## config.mk

```make
export PLATFORM = sky130hd
export DESIGN_NAME = cpw_timer
export DESIGN_NICKNAME = d
export VERILOG_FILES = /design/src/core/cpw_pkg.sv /design/src/core/cpw_cmp_if.sv /design/src/core/cpw_timer.sv /design/src/core/cpw_cmp_bank.sv /design/src/core/cpw_sticky.sv
export SDC_FILE = /design/constraint.sdc
export NUM_CORES = 1
export LEC_CHECK = 0
export ABC_CLOCK_PERIOD_IN_PS = 11400
export BUFFER_PORTS_ARGS = -buffer_cell sky130_fd_sc_hd__clkbuf_2
export CELL_PAD_IN_SITES_DETAIL_PLACEMENT = 1
export CELL_PAD_IN_SITES_GLOBAL_PLACEMENT = 1
export CORE_AREA = 2 2 256 207
export CTS_BUF_LIST = sky130_fd_sc_hd__clkbuf_8
export CTS_CLUSTER_SIZE = 8
export DETAILED_ROUTE_END_ITERATION = 12
export DIE_AREA = 0 0 258 209
export PLACE_DENSITY = 0.75
export SLEW_MARGIN = 5
export SYNTH_ARGS = -nofsm -noshare
export SYNTH_HDL_FRONTEND = slang
export SYNTH_HIERARCHICAL = 1
export SYNTH_SLANG_ARGS = --single-unit
export TNS_END_PERCENT = 30
```

## constraint.sdc

```tcl
create_clock -name sys_clk_in -period 11.4 [get_ports sys_clk_in]
set_clock_uncertainty 0.05 [all_clocks]
set_input_delay 0 -clock sys_clk_in [delete_from_list [all_inputs] [get_ports sys_clk_in]]
set_output_delay 0 -clock sys_clk_in [all_outputs]
set_load 0.01 [all_outputs]
```

## src/core/cpw_pkg.sv

```systemverilog
// constants, register map and types of the complementary pwm timer
// ----------------------------------------------------------------
// Behaviour
// compare match on either counter raises interrupt
// second counter underflow raises interrupt
// three pwm channels, normal and counter-phase pins
// auxiliary pin toggles every half period
// channel-A pin is only port or clock input
// cutoff pin: port, interrupt or forced cutoff
// counter reads return current count
// counter writes load the counter
// active levels and initial level are configurable
// period fixed once counting starts
// standby bit b4: 0 active, 1 standby
// standby blocks timer register range access
// software stops timer before standby
// software sets count source 000b before standby
// unassigned bits read 0, write 0; standby byte bit 6 (RSVD_BIT) is stored and reads back as written
// software starts counters via both start flags
// period is twice (m+2-p) source cycles
// normal-phase active twice (m-n-p+1) cycles
// each event pulses once and sets flag
// ----------------------------------------------------------------
package cpw_pkg;
  localparam logic [11:0] STBY_OFS = 12'h008;
  localparam logic [11:0] BLK_LO = 12'h134;
  localparam logic [11:0] BLK_HI = 12'h15c;
  localparam logic [11:0] START_OFS = 12'h138;
  localparam logic [11:0] CTRL_OFS = 12'h13c;
  localparam logic [11:0] CNT0_OFS = 12'h140;
  localparam logic [11:0] CNT1_OFS = 12'h144;
  localparam logic [11:0] STAT_OFS = 12'h148;
  localparam logic [11:0] MASK_OFS = 12'h14c;
  localparam logic [11:0] CMP_OFS = 12'h150;
  localparam int STBY_BIT = 4;
  localparam int RSVD_BIT = 6;
  localparam logic [7:0] STBY_RST = 8'h00;
  localparam int CSS1_LSB = 4;
  localparam int NLVL_BIT = 8;
  localparam int CLVL_BIT = 9;
  localparam int INIT_BIT = 10;
  localparam int CUT_BIT = 11;
  localparam logic [11:0] CTRL_RST = 12'h000;
  localparam logic [31:0] CMP_RST = 32'hffff_ffff;
  localparam int EVT_W = 10;
  localparam int UDF_BIT = 8;
  localparam int PIN_BIT = 9;
  localparam logic [2:0] CSS_F2 = 3'h1;
  localparam logic [2:0] CSS_F4 = 3'h2;
  localparam logic [2:0] CSS_F8 = 3'h3;
  localparam logic [2:0] CSS_F32 = 3'h4;
  localparam logic [2:0] CSS_EXT = 3'h5;
  localparam logic [4:0] DIV2_MSK = 5'h01;
  localparam logic [4:0] DIV4_MSK = 5'h03;
  localparam logic [4:0] DIV8_MSK = 5'h07;
  localparam logic [4:0] DIV32_MSK = 5'h1f;
  typedef enum logic [1:0] {DIR_UP = 2'b01, DIR_DN = 2'b10} cpw_dir_t;
endpackage

```

## src/core/cpw_cmp_if.sv

```systemverilog
// compare register bank connection
`timescale 1ns/1ns
interface cpw_cmp_if;
  logic wr_en;
  logic [1:0] wr_idx;
  logic [31:0] wr_data;
  logic rd_en;
  logic [1:0] rd_idx;
  logic [31:0] rd_data;
  logic [3:0][31:0] vals;
  modport bank (input wr_en, wr_idx, wr_data, rd_en, rd_idx, output rd_data, vals);
  modport user (output wr_en, wr_idx, wr_data, rd_en, rd_idx, input rd_data, vals);
endinterface

```

## src/core/cpw_timer.sv

```systemverilog
// complementary three-phase pwm timer with ahb-lite registers and standby
`timescale 1ns/1ns
module cpw_timer (
  input wire logic sys_clk_in, // 125 MHz clock
  input wire logic rst_n_in, // sync reset, active low
  input wire logic hsel_in, // ahb select
  input wire logic [31:0] haddr_in, // ahb address
  input wire logic [1:0] htrans_in, // ahb transfer type
  input wire logic hwrite_in, // ahb write
  input wire logic [2:0] hsize_in, // ahb size, words only
  input wire logic [31:0] hwdata_in, // ahb write data
  input wire logic hready_in, // ahb bus ready
  output logic hreadyout_out, // ahb slave ready
  output logic hresp_out, // ahb response, always okay
  output logic [31:0] hrdata_out, // ahb read data
  input wire logic clock_in_pin_in, // external count clock
  input wire logic cutoff_irq_pin_in, // cutoff or interrupt pin
  output logic phase_u_pos_pin_out, // pwm1 normal phase
  output logic phase_u_neg_pin_out, // pwm1 counter phase
  output logic phase_v_pos_pin_out, // pwm2 normal phase
  output logic phase_v_neg_pin_out, // pwm2 counter phase
  output logic phase_w_pos_pin_out, // pwm3 normal phase
  output logic phase_w_neg_pin_out, // pwm3 counter phase
  output logic half_period_toggle_pin_out, // half period square wave
  output logic [9:0] evt_pulse_out, // one-cycle event pulses
  output logic irq_out // level interrupt
);
  // ------------------------------------------------------------
  // pin synchronisers
  // ------------------------------------------------------------
  logic [1:0] clkp_q;
  logic [1:0] cutp_q;
  logic clk_last_q;
  logic cut_last_q;
  always_ff @(posedge sys_clk_in)
  begin
    if (!rst_n_in)
    begin
      clkp_q <= 2'h0;
      cutp_q <= 2'h3;
      clk_last_q <= 1'b0;
      cut_last_q <= 1'b1;
    end
    else
    begin
      clkp_q <= {clkp_q[0], clock_in_pin_in};
      cutp_q <= {cutp_q[0], cutoff_irq_pin_in};
      clk_last_q <= clkp_q[1];
      cut_last_q <= cutp_q[1];
    end
  end
  wire ext_rise = clkp_q[1] & ~clk_last_q;
  wire pin_fall = ~cutp_q[1] & cut_last_q;

  // ------------------------------------------------------------
  // ahb-lite slave: writes zero wait, reads one wait state
  // ------------------------------------------------------------
  logic wr_pend_q;
  logic rd_pend_q;
  logic [11:0] addr_q;
  logic [31:0] hrdata_q;
  logic cmp_sel_q;
  logic stby_q;
  logic rsvd_q;
  wire acc = hsel_in & htrans_in[1] & hready_in;
  wire in_blk = (addr_q >= cpw_pkg::BLK_LO) && (addr_q <= cpw_pkg::BLK_HI);
  wire blocked = stby_q & in_blk;
  wire wr_ok = wr_pend_q & ~blocked;
  wire is_cmp = addr_q[11:4] == cpw_pkg::CMP_OFS[11:4];
  wire wr_stby = wr_ok & (addr_q == cpw_pkg::STBY_OFS);
  wire wr_start = wr_ok & (addr_q == cpw_pkg::START_OFS);
  wire wr_ctrl = wr_ok & (addr_q == cpw_pkg::CTRL_OFS);
  wire wr_c0 = wr_ok & (addr_q == cpw_pkg::CNT0_OFS);
  wire wr_c1 = wr_ok & (addr_q == cpw_pkg::CNT1_OFS);
  wire wr_stat = wr_ok & (addr_q == cpw_pkg::STAT_OFS);
  wire wr_mask = wr_ok & (addr_q == cpw_pkg::MASK_OFS);
  assign hreadyout_out = ~rd_pend_q;
  assign hresp_out = 1'b0;
  always_ff @(posedge sys_clk_in)
  begin
    if (!rst_n_in)
    begin
      wr_pend_q <= 1'b0;
      rd_pend_q <= 1'b0;
      addr_q <= 12'h000;
    end
    else
    begin
      wr_pend_q <= acc & hwrite_in;
      rd_pend_q <= acc & ~hwrite_in;
      if (acc)
        addr_q <= haddr_in[11:0];
    end
  end

  // ------------------------------------------------------------
  // control registers
  // ------------------------------------------------------------
  logic [1:0] start_q;
  logic [11:0] ctrl_q;
  logic [15:0] period_q;
  cpw_cmp_if cif ();
  cpw_cmp_bank u_bank (
    .sys_clk_in(sys_clk_in),
    .rst_n_in(rst_n_in),
    .cif(cif)
  );
  assign cif.wr_en = wr_ok & is_cmp;
  assign cif.wr_idx = addr_q[3:2];
  assign cif.wr_data = hwdata_in;
  assign cif.rd_en = rd_pend_q & is_cmp;
  assign cif.rd_idx = addr_q[3:2];
  wire run0 = start_q[0];
  wire run1 = start_q[1];
  wire [15:0] m_cmp = cif.vals[0][15:0];
  always_ff @(posedge sys_clk_in)
  begin
    if (!rst_n_in)
    begin
      stby_q <= cpw_pkg::STBY_RST[cpw_pkg::STBY_BIT];
      rsvd_q <= cpw_pkg::STBY_RST[cpw_pkg::RSVD_BIT];
      start_q <= 2'h0;
      ctrl_q <= cpw_pkg::CTRL_RST;
      period_q <= cpw_pkg::CMP_RST[15:0];
    end
    else
    begin
      if (wr_stby)
      begin
        stby_q <= hwdata_in[cpw_pkg::STBY_BIT];
        rsvd_q <= hwdata_in[cpw_pkg::RSVD_BIT];
      end
      if (wr_start)
        start_q <= hwdata_in[1:0];
      // period only latched at the start edge, later edits wait
      if (wr_start & hwdata_in[0] & ~run0)
        period_q <= m_cmp;
      if (wr_ctrl)
        ctrl_q <= hwdata_in[11:0];
    end
  end

  // ------------------------------------------------------------
  // count source divider, ticks are one-cycle enables
  // ------------------------------------------------------------
  logic [4:0] div_q;
  wire [2:0] css = ctrl_q[2:0];
  wire [4:0] dmask = (css == cpw_pkg::CSS_F2) ? cpw_pkg::DIV2_MSK :
                     (css == cpw_pkg::CSS_F4) ? cpw_pkg::DIV4_MSK :
                     (css == cpw_pkg::CSS_F8) ? cpw_pkg::DIV8_MSK :
                     (css == cpw_pkg::CSS_F32) ? cpw_pkg::DIV32_MSK : 5'h00;
  wire src_tick = (css == cpw_pkg::CSS_EXT) ? ext_rise : ((div_q & dmask) == dmask);
  // standby masks the count source tick, the divider keeps running
  wire tick = src_tick & ~stby_q;
  always_ff @(posedge sys_clk_in)
  begin
    if (!rst_n_in)
      div_q <= 5'h00;
    else
      div_q <= div_q + 5'h01;
  end

  // ------------------------------------------------------------
  // counters: up one past the period, down until counter one underflows
  // ------------------------------------------------------------
  logic [15:0] c0_q;
  logic [15:0] c1_q;
  logic tog_q;
  cpw_pkg::cpw_dir_t dir_q;
  wire up = dir_q == cpw_pkg::DIR_UP;
  wire top = up & ({1'b0, c0_q} == {1'b0, period_q} + 17'h0_0001);
  wire udf = ~up & (c1_q == 16'h0000);
  wire step_up = up & ~top;
  wire [15:0] c0_nx = step_up ? c0_q + 16'h0001 : c0_q - 16'h0001;
  wire [15:0] c1_nx = udf ? 16'hffff : (step_up ? c1_q + 16'h0001 : c1_q - 16'h0001);
  wire top_ev = tick & run0 & top;
  wire udf_ev = tick & run1 & udf;
  always_ff @(posedge sys_clk_in)
  begin
    if (!rst_n_in)
    begin
      c0_q <= 16'h0000;
      c1_q <= 16'h0000;
      dir_q <= cpw_pkg::DIR_UP;
      tog_q <= 1'b0;
    end
    else
    begin
      if (wr_c0)
        c0_q <= hwdata_in[15:0];
      else if (tick & run0)
        c0_q <= c0_nx;
      if (wr_c1)
        c1_q <= hwdata_in[15:0];
      else if (tick & run1)
        c1_q <= c1_nx;
      case (dir_q)
        cpw_pkg::DIR_UP: if (top_ev) dir_q <= cpw_pkg::DIR_DN;
        cpw_pkg::DIR_DN: if (udf_ev) dir_q <= cpw_pkg::DIR_UP;
        default: dir_q <= cpw_pkg::DIR_UP;
      endcase
      if (top_ev | udf_ev)
        tog_q <= ~tog_q;
    end
  end
  assign half_period_toggle_pin_out = tog_q;

  // ------------------------------------------------------------
  // events and interrupt flags
  // ------------------------------------------------------------
  logic [7:0] cmp_ev;
  logic [9:0] evt_q;
  for (genvar k = 0; k < 8; k++)
  begin : g_match
    wire [15:0] cv = cif.vals[k / 2][16 * (k % 2) +: 16];
    wire hit = ((k < 4) ? c0_q : c1_q) == cv;
    assign cmp_ev[k] = tick & ((k < 4) ? run0 : run1) & hit;
  end
  wire [9:0] evt_d = {pin_fall, udf_ev, cmp_ev};
  always_ff @(posedge sys_clk_in)
  begin
    if (!rst_n_in)
      evt_q <= 10'h000;
    else
      evt_q <= evt_d;
  end
  assign evt_pulse_out = evt_q;
  logic [9:0] stat_w;
  logic [9:0] mask_w;
  cpw_sticky #(.W(cpw_pkg::EVT_W)) u_sticky (
    .sys_clk_in(sys_clk_in),
    .rst_n_in(rst_n_in),
    .set_in(evt_q),
    .clr_we_in(wr_stat),
    .mask_we_in(wr_mask),
    .wdata_in(hwdata_in[9:0]),
    .stat_out(stat_w),
    .mask_out(mask_w),
    .irq_out(irq_out)
  );

  // ------------------------------------------------------------
  // complementary outputs with dead time from the counter offset
  // ------------------------------------------------------------
  logic [2:0] pos_q;
  logic [2:0] neg_q;
  logic [2:0][15:0] duty;
  assign duty[0] = cif.vals[0][31:16];
  assign duty[1] = cif.vals[2][15:0];
  assign duty[2] = cif.vals[2][31:16];
  wire nlvl = ctrl_q[cpw_pkg::NLVL_BIT];
  wire clvl = ctrl_q[cpw_pkg::CLVL_BIT];
  wire init = ctrl_q[cpw_pkg::INIT_BIT];
  // cutoff is a level: pins stay parked while the pin is held low
  wire cut_on = ctrl_q[cpw_pkg::CUT_BIT] & ~cutp_q[1];
  wire idle = ~run0 | cut_on;
  logic [2:0] pos_d;
  logic [2:0] neg_d;
  for (genvar i = 0; i < 3; i++)
  begin : g_phase
    wire nact = up ? (c1_q > duty[i]) & (c1_q != 16'hffff) : (c1_q >= duty[i]);
    wire cact = up ? (c0_q <= duty[i]) : (c0_q < duty[i]);
    assign pos_d[i] = idle ? init : (nact ? nlvl : ~nlvl);
    assign neg_d[i] = idle ? init : (cact ? clvl : ~clvl);
  end
  always_ff @(posedge sys_clk_in)
  begin
    if (!rst_n_in)
    begin
      pos_q <= 3'h0;
      neg_q <= 3'h0;
    end
    else
    begin
      pos_q <= pos_d;
      neg_q <= neg_d;
    end
  end
  assign phase_u_pos_pin_out = pos_q[0];
  assign phase_u_neg_pin_out = neg_q[0];
  assign phase_v_pos_pin_out = pos_q[1];
  assign phase_v_neg_pin_out = neg_q[1];
  assign phase_w_pos_pin_out = pos_q[2];
  assign phase_w_neg_pin_out = neg_q[2];

  // ------------------------------------------------------------
  // read path
  // ------------------------------------------------------------
  wire [7:0] stby_byte = {1'b0, rsvd_q, 1'b0, stby_q, 4'h0};
  wire [31:0] rd_mux = blocked ? 32'h0000_0000 :
    (addr_q == cpw_pkg::STBY_OFS) ? {24'h00_0000, stby_byte} :
    (addr_q == cpw_pkg::START_OFS) ? {30'h0000_0000, start_q} :
    (addr_q == cpw_pkg::CTRL_OFS) ? {20'h0_0000, ctrl_q} :
    (addr_q == cpw_pkg::CNT0_OFS) ? {16'h0000, c0_q} :
    (addr_q == cpw_pkg::CNT1_OFS) ? {16'h0000, c1_q} :
    (addr_q == cpw_pkg::STAT_OFS) ? {22'h00_0000, stat_w} :
    (addr_q == cpw_pkg::MASK_OFS) ? {22'h00_0000, mask_w} : 32'h0000_0000;
  always_ff @(posedge sys_clk_in)
  begin
    if (!rst_n_in)
    begin
      hrdata_q <= 32'h0000_0000;
      cmp_sel_q <= 1'b0;
    end
    else if (rd_pend_q)
    begin
      hrdata_q <= rd_mux;
      cmp_sel_q <= is_cmp & ~blocked;
    end
  end
  assign hrdata_out = cmp_sel_q ? cif.rd_data : hrdata_q;
endmodule // cpw_timer

```

## src/core/cpw_cmp_bank.sv

```systemverilog
// four words of compare values, two 16-bit compares per word
`timescale 1ns/1ns
module cpw_cmp_bank (
  input wire logic sys_clk_in, // system clock
  input wire logic rst_n_in, // sync reset, active low
  cpw_cmp_if.bank cif // write, read and compare taps
);
  logic [3:0][31:0] mem_q;
  logic [31:0] rd_q;
  assign cif.vals = mem_q;
  assign cif.rd_data = rd_q;
  always_ff @(posedge sys_clk_in)
  begin
    if (!rst_n_in)
    begin
      mem_q <= {4{cpw_pkg::CMP_RST}};
      rd_q <= 32'h0000_0000;
    end
    else
    begin
      if (cif.wr_en)
        mem_q[cif.wr_idx] <= cif.wr_data;
      if (cif.rd_en)
        rd_q <= mem_q[cif.rd_idx];
    end
  end
endmodule // cpw_cmp_bank

```

## src/core/cpw_sticky.sv

```systemverilog
// sticky event flags, write one to clear, masked onto one interrupt
`timescale 1ns/1ns
module cpw_sticky #(parameter int W = 10) (
  input wire logic sys_clk_in, // system clock
  input wire logic rst_n_in, // sync reset, active low
  input wire logic [W-1:0] set_in, // event pulses
  input wire logic clr_we_in, // status write strobe
  input wire logic mask_we_in, // mask write strobe
  input wire logic [W-1:0] wdata_in, // write data
  output logic [W-1:0] stat_out, // sticky flags
  output logic [W-1:0] mask_out, // mask register
  output logic irq_out // level interrupt
);
  logic [W-1:0] stat_q;
  logic [W-1:0] mask_q;
  wire [W-1:0] clr_bits = clr_we_in ? wdata_in : '0;
  // set wins over a clear in the same cycle
  wire [W-1:0] stat_d = (stat_q & ~clr_bits) | set_in;
  assign stat_out = stat_q;
  assign mask_out = mask_q;
  assign irq_out = |(stat_q & mask_q);
  always_ff @(posedge sys_clk_in)
  begin
    if (!rst_n_in)
    begin
      stat_q <= '0;
      mask_q <= '0;
    end
    else
    begin
      stat_q <= stat_d;
      if (mask_we_in)
        mask_q <= wdata_in;
    end
  end
endmodule // cpw_sticky

```

==> results.sh, run 1 <==
export IMPL_outcome="finished clean"
export IMPL_ys_warn_count=6
export IMPL_fp_dieW_um=258
export IMPL_fmax_mhz=175
export IMPL_rrSetupSlack_ps=5700
export IMPL_slowest_delay_ps=1070
export IMPL_syn_nets=2434
export IMPL_synth_seq_cells=305
export IMPL_avgSynthCellArea_um2=8.88
export IMPL_critPathKind="register to register"
export IMPL_grt_max_degree=171
export IMPL_synth_area_mm2=0.0199
export IMPL_crit_chain="xor2_1, xnor2_1, nor4_1, nand2_1, nor4_4, a21oi_4, inv_1, ha_1, nor2b_1, o21ai_0, a21oi_1, o21ai_0, a211o_1, a31oi_1, a21o_1, a21oi_1, xnor2_1, a41o_1"
export IMPL_grt_overflow=0
export IMPL_diodes=0
export IMPL_crit_fanout=18
export IMPL_cts_root_buf="clkbuf_8"
export IMPL_cp_end_kind="register"
export IMPL_grt_pass1_wl_um=117000
export IMPL_slew_viol_final=0
export IMPL_critPathBufInv=1
export IMPL_grt_usage_pct=28.4
export IMPL_hold_viol=0
export IMPL_synth_top_area_cell="dfxtp_1"
export IMPL_cap_violations=0
export IMPL_cts_htree_levels=2
export IMPL_crit_family="compound AO/OA/AOI/OAI gates"
export IMPL_drc=0
export IMPL_postSynth_asyncResetShare_pct=0
export IMPL_post_route_min_period_ps=5700
export IMPL_wire_per_inst_um=25.6
export IMPL_rows=75
export IMPL_start_kind="register"
export IMPL_min_path_type="input pin to register"
export IMPL_yosysTopAreaCellShare_pct=30.7
export IMPL_drtPass1Iterations=5
export IMPL_timing_setup_tns_ps=0
export IMPL_power_density_mw_per_mm2=101
export IMPL_p_leak_nw=10.0
export IMPL_cts_sinks=305
export IMPL_fin_nets=2511
export IMPL_cp_required_ps=11890
export IMPL_hpwl_um=52300
export IMPL_critPathSlowestCell="dfxtp_1"
export IMPL_fillers=6054
export IMPL_synth_area_top_cells="dfxtp_1, ha_1, mux2i_1"
export IMPL_viasPerCell=6.04
export IMPL_wl_um=78100
export IMPL_max_slew_margin_pct=15.9
export IMPL_io_pins=128
export IMPL_drive_above_1_share_pct=14.4
export IMPL_die_area_mm2=0.0539
export IMPL_grt_pass1_vias=18700
export IMPL_io_buffers=102
export IMPL_tightest_slew_ps=1260
export IMPL_setup_violations=0
export IMPL_syn_to_final_growth_pct=12.4
export IMPL_synth_seq_area_share_pct=30.7
export IMPL_period_share_pct=50.0
export IMPL_start_util_pct=38.5
export IMPL_routed_via_count=18400
export IMPL_worstPathArrival_ps=6190
export IMPL_die_height_um=209
export IMPL_drt_iter0_drc=1747
export IMPL_cts_tree="done"
export IMPL_gp_congestion=0.910
export IMPL_peakVddDrop_mv=0.102
export IMPL_ys_flop_type="dfxtp_1"
export IMPL_synth_distinct_cells=91
export IMPL_synth_edf_count=0
export IMPL_clkTransAtPathRegs_ps=60
export IMPL_holdWs_ps=54.0
export IMPL_clk_latency_ps=680
export IMPL_clockBufferDepth=3
export IMPL_core_area_mm2=0.0517
export IMPL_rsz0062_at_grt="false"
export IMPL_detail_route_antenna_nets=0
export IMPL_numCtsBuffers=55
export IMPL_syn_instance_count=2238
export IMPL_antenna_found_initial=2
==> sequential cells by signal (all words and copies together) (netlist names), 12 cells and up <==
signal / cells
c0_q: 16
ctrl_q: 12
u_bank/cif.rd_data: 32
period_q: 16
c1_q: 16
addr_q: 12
u_bank/cif.vals: 128
hrdata_q: 16
==> layout by cell type, fill, tap and decap left out, drive strengths merged, types with 13 or more instances in the layout <==
cell type | synthesis | routed
a21boi | 32 | 32
a21o | 25 | 25
a21oi | 84 | 84
a22oi | 13 | 13
a31oi | 42 | 42
and2 | 32 | 32
and3 | 13 | 13
and4b | 33 | 33
buf | 99 | 39
clkbuf | 90 | 171
dfxtp | 305 | 305
dlygate4sd3 | 0 | 69
ha | 118 | 118
inv | 171 | 189
mux2 | 16 | 16
mux2i | 91 | 91
nand2 | 169 | 169
nand3 | 57 | 57
nand3b | 38 | 38
nand4 | 31 | 31
nand4b | 69 | 69
nand4bb | 32 | 32
nor2 | 61 | 61
nor2b | 58 | 58
nor3 | 30 | 30
nor4 | 33 | 33
o211a | 13 | 13
o211ai | 110 | 110
o21a | 25 | 25
o21ai | 83 | 83
o221ai | 35 | 35
xnor2 | 34 | 34
xor2 | 93 | 93
==> layer usage <==
layer / wire [um] / GRT usage (%)
met4: 2720 / 10.1
met1: 34400 / 39.4
met5: 13 / 0
met2: 33200 / 42.5
met3: 7670 / 7.46
==> cell type report <==
| cell class | count | area (um2) | share of cell area (%) |
|---|---|---|---|
| Clock buffer | 70 | 963 | 4.31 |
| Clock inverter | 26 | 155 | 0.694 |
| Inverter | 171 | 642 | 2.87 |
| Multi-Input combinational cell | 1573 | 12100 | 54.1 |
| Sequential cell | 305 | 6110 | 27.3 |
| Tap cell | 693 | 867 | 3.88 |
| Timing Repair Buffer | 209 | 1510 | 6.75 |
==> power by group <==
group / switching (mW) / internal [mW]
Sequential: 0.00753 / 1.07
Clock: 0.509 / 0.574
Combinational: 0.0655 / 0.0404
Total: 0.582 / 1.68
==> worst reg2reg max path: cells and delay by family, from the launching register on <==
family                   cells  cell delay, ps
AND/OR/NAND/NOR              4            1130
buffers and inverters        1             560
adder cells (fa/ha/maj)      1             400
flip-flops                   1            1070
AO/OA/AOI/OAI                9            1900
XOR/XNOR                     3             470
==> logic make-up after synthesis <==
family | share of synthesized area (%)
simple gates | 21.8
mux | 6.39
fa+ha+maj | 7.63
compound gates | 19.1
other cells | 0.0189
buf+inv | 8.60
xor+xnor | 5.71
flops | 30.7
==> cell usage after synthesis (38+ instances only) <==
library cell,instances
mux2i_1,91
o211ai_2,60
inv_1,170
nor2_1,61
dfxtp_1,305
nor2b_1,58
nand3b_1,38
o211ai_1,50
clkbuf_1,90
xor2_1,93
a21oi_1,81
o21ai_0,70
nand4b_1,69
ha_1,118
buf_2,47
nand2_1,169
nand3_1,55
a31oi_1,42
==> stage by stage <==
step | setup slack [ps] | total power, mW | std cells | cell area [um2] | util [%]
final | 5700 | 2.27 | 3047 | 22400 | 43.2
after global routing | 5390 | 2.33 | 3047 | 22400 | 43.2
after CTS | 5850 | 2.28 | 3047 | 22400 | 43.2
after detailed placement | 5880 | 1.18 | 2882 | 20500 | 39.7
after global placement | 5960 | 1.18 | 2882 | 20500 | 39.7
after floorplan | 6990 | 1.15 | 2238 | 19900 | -
==> final timing paths <==
kind	start	end	cells after the start
max	c0_q[3]	c0_q[14]	18
max reg2reg	c0_q[3]	c0_q[14]	18
min reg2reg	cutp_q[0]	cutp_q[1]	1
min	cutoff_irq_pin_in	cutp_q[0]	3
==> timing repair <==
| item | CTS | global route |
|---|---|---|
| hold buffers | 69 | 0 |
| setup buffers | 0 | 0 |
| hold endpoints to repair | 229 | 0 |
| resized for setup | 0 | 0 |
Power figures use the tool's default switching activity.
==> inputs of run 2 (changes only) <==
- ABC_CLOCK_PERIOD_IN_PS: 11400 -> 5100
- PLACE_DENSITY: 0.75 -> 0.78
- clock period: 11.4 -> 5.1 ns (I/O delays scaled with it)
==> run 2 against run 1 <==
Net effect: routed wire length increased by 1.1%; clock power rose by 140%; total power up 130%; die area unchanged; first-iteration DRC count is 4.0% higher; maximum frequency increased by 17%; hold slack got worse by 26 ps; cell area is 1.1% higher; register-to-register slack worse by 5500 ps; sequential power rose by 120%; non-clock buffer count up 16; flip-flop and latch count unchanged.
==> results.sh, run 2 (synthesized netlist as in run 1, its figures left out) <==
export IMPL_die_height_um=209
export IMPL_dr_wl_met3_um=7460
export IMPL_io_pins=128
export IMPL_fmax_mhz=205
export IMPL_grt_max_degree=208
export IMPL_antenna_found_initial=2
export IMPL_cp_endpoint="c0_q[14]"
export IMPL_outcome="finished clean"
export IMPL_r2r_cells=19
export IMPL_grt_overflow=0
export IMPL_p_int_mw=3.89
export IMPL_setup_violations=0
export IMPL_post_route_min_period_ps=4880
export IMPL_rsz0062_at_grt="false"
export IMPL_crit_fanout=14
export IMPL_cts_htree_levels=2
export IMPL_pwr_share_seq_pct=46.3
export IMPL_slew_viol_final=0
export IMPL_fp_dieW_um=258
export IMPL_drtPass1Iterations=5
export IMPL_cts_tree="done"
export IMPL_peakVddDrop_mv=0.183
export IMPL_die_area_mm2=0.0539
export IMPL_min_path_type="input pin to register"
export IMPL_period_share_pct=95.6
export IMPL_start_util_pct=38.5
export IMPL_routed_via_count=18700
export IMPL_net_switching_power_mw=1.30
export IMPL_startpoint="period_q[0]"
export IMPL_wl_met1_um=35100
export IMPL_drive_above_1_share_pct=14.9
export IMPL_drt_iter0_drc=1817
export IMPL_hold_viol=0
export IMPL_utilization_pct=43.7
export IMPL_timing_rr_start="period_q[0]"
export IMPL_cap_violations=0
export IMPL_p_leak_nw=10.1
export IMPL_viasPerCell=6.11
export IMPL_tightest_slew_ps=1250
export IMPL_io_buffers=102
export IMPL_largest_register_ffs=128
export IMPL_min_delay_start="cutoff_irq_pin_in"
export IMPL_top_layer="met4"
export IMPL_final_cell_mix="dfxtp_1, inv_1, nand2_1, ha_1, clkbuf_2"
export IMPL_routed_wl_met2_um=33300
export IMPL_max_slew_margin_pct=16.6
export IMPL_detail_route_antenna_nets=0
export IMPL_worstPathArrival_ps=5380
export IMPL_gp_congestion=0.922
export IMPL_drc=0
export IMPL_timing_setup_tns_ps=0
export IMPL_grt_pass1_vias=19200
export IMPL_clkTransAtPathRegs_ps=60
export IMPL_sw_frac_of_total_pct=25.1
export IMPL_fin_nets=2527
export IMPL_rrSetupSlack_ps=220
export IMPL_cp_required_ps=5600
export IMPL_numCtsBuffers=55
export IMPL_clk_latency_ps=670
export IMPL_p_clk_share_pct=49.1
export IMPL_cp_end_kind="register"
export IMPL_wire_per_inst_um=25.7
export IMPL_r2r_end="c0_q[14]"
export IMPL_cts_root_buf="clkbuf_8"
export IMPL_rows=75
export IMPL_grt_pass1_wl_um=119000
export IMPL_start_kind="register"
export IMPL_hpwl_um=53500
export IMPL_clockBufferDepth=3
export IMPL_cts_sinks=305
export IMPL_holdWs_ps=27.6
export IMPL_syn_to_final_growth_pct=13.6
export IMPL_critPathKind="register to register"
export IMPL_grt_usage_pct=28.7
export IMPL_final_common_cell="dfxtp_1"
export IMPL_wl_um=78900
export IMPL_power_density_mw_per_mm2=230
export IMPL_core_area_mm2=0.0517
export IMPL_p_comb_share_pct=4.6
==> run 2: cell types whose count changed in the layout (fill, tap and decap cells not counted), sizes merged <==
cell	delta
buf	+12
clkinvlp	-1
bufinv	+1
dlygate4sd3	+4
clkbuf	+5
inv	-2
clkinv	-1
diode	+2
==> run 2: what timing repair did <==
item                                   4_1_cts  5_1_grt
resized for setup                            0        0
endpoints found under the hold margin      228        0
setup buffers                                0        0
hold buffers                                73        0
==> run 2: worst min-delay path by stage <==
| stage | endpoint | depth (start not counted) | slack, ps |
|---|---|---|---|
| 3_3_place_gp | rd_pend_q | 2 | 150 |
| 4_1_cts | cutp_q[0] | 3 | 1 |
| 2_1_floorplan | rd_pend_q | 1 | 20 |
| 5_1_grt | cutp_q[0] | 3 | 40 |
| 6_report | cutp_q[0] | 3 | 30 |
| 3_5_place_dp | cutp_q[0] | 2 | 140 |
==> run 2: metrics by stage <==
stage | total power [mW] | cells | cell area [um2] | setup slack, ps
finish | 5.20 | 3067 | 22600 | 223
global route | 5.34 | 3065 | 22600 | 1.46
floorplan | 2.57 | 2238 | 19900 | 693
detailed placement | 2.65 | 2894 | 20700 | 336
global placement | 2.64 | 2894 | 20700 | 466
CTS | 5.21 | 3065 | 22600 | 303
==> run 2: power groups by stage <==
stage	logic [mW]	registers, mW	clock network (mW)
final	0.240	2.41	2.55
after global routing	0.248	2.41	2.69
after detailed placement	0.193	2.46	0
after floorplan	0.121	2.45	0
after global placement	0.188	2.46	0
after CTS	0.230	2.40	2.57
==> run 2: area by class of cell <==
class / instances / area [um2]
Antenna cell: 2 / 5.00
Clock inverter: 23 / 165
Sequential cell: 305 / 6110
Inverter: 171 / 642
Timing Repair Buffer: 225 / 1680
Fill cell: 5995 / 29100
Clock buffer: 75 / 1030
Multi-Input combinational cell: 1573 / 12100
Tap cell: 693 / 867
==> run 2: per-layer routing <==
metal	up-vias	global-route usage [%]
met3	189	6.19
met1	9377	40.4
met2	867	42.3
met4	0	11.6
li1	8293	-
met5	-	0
==> run 2: worst max-delay path, stage by stage (launching register included) <==
cell and delay [ps]:
dfxtp_1 440, ha_1 210, nand2_1 110, or4_4 530
nand4_2 120, nand3_2 90, o211a_4 280, a21oi_4 410
inv_1 260, ha_1 400, nor2b_1 180, o21ai_0 120
a21oi_1 200, o21ai_0 160, a211o_1 320, a31oi_1 270
a21o_1 170, a21oi_1 70, xnor2_1 130, a41o_1 240
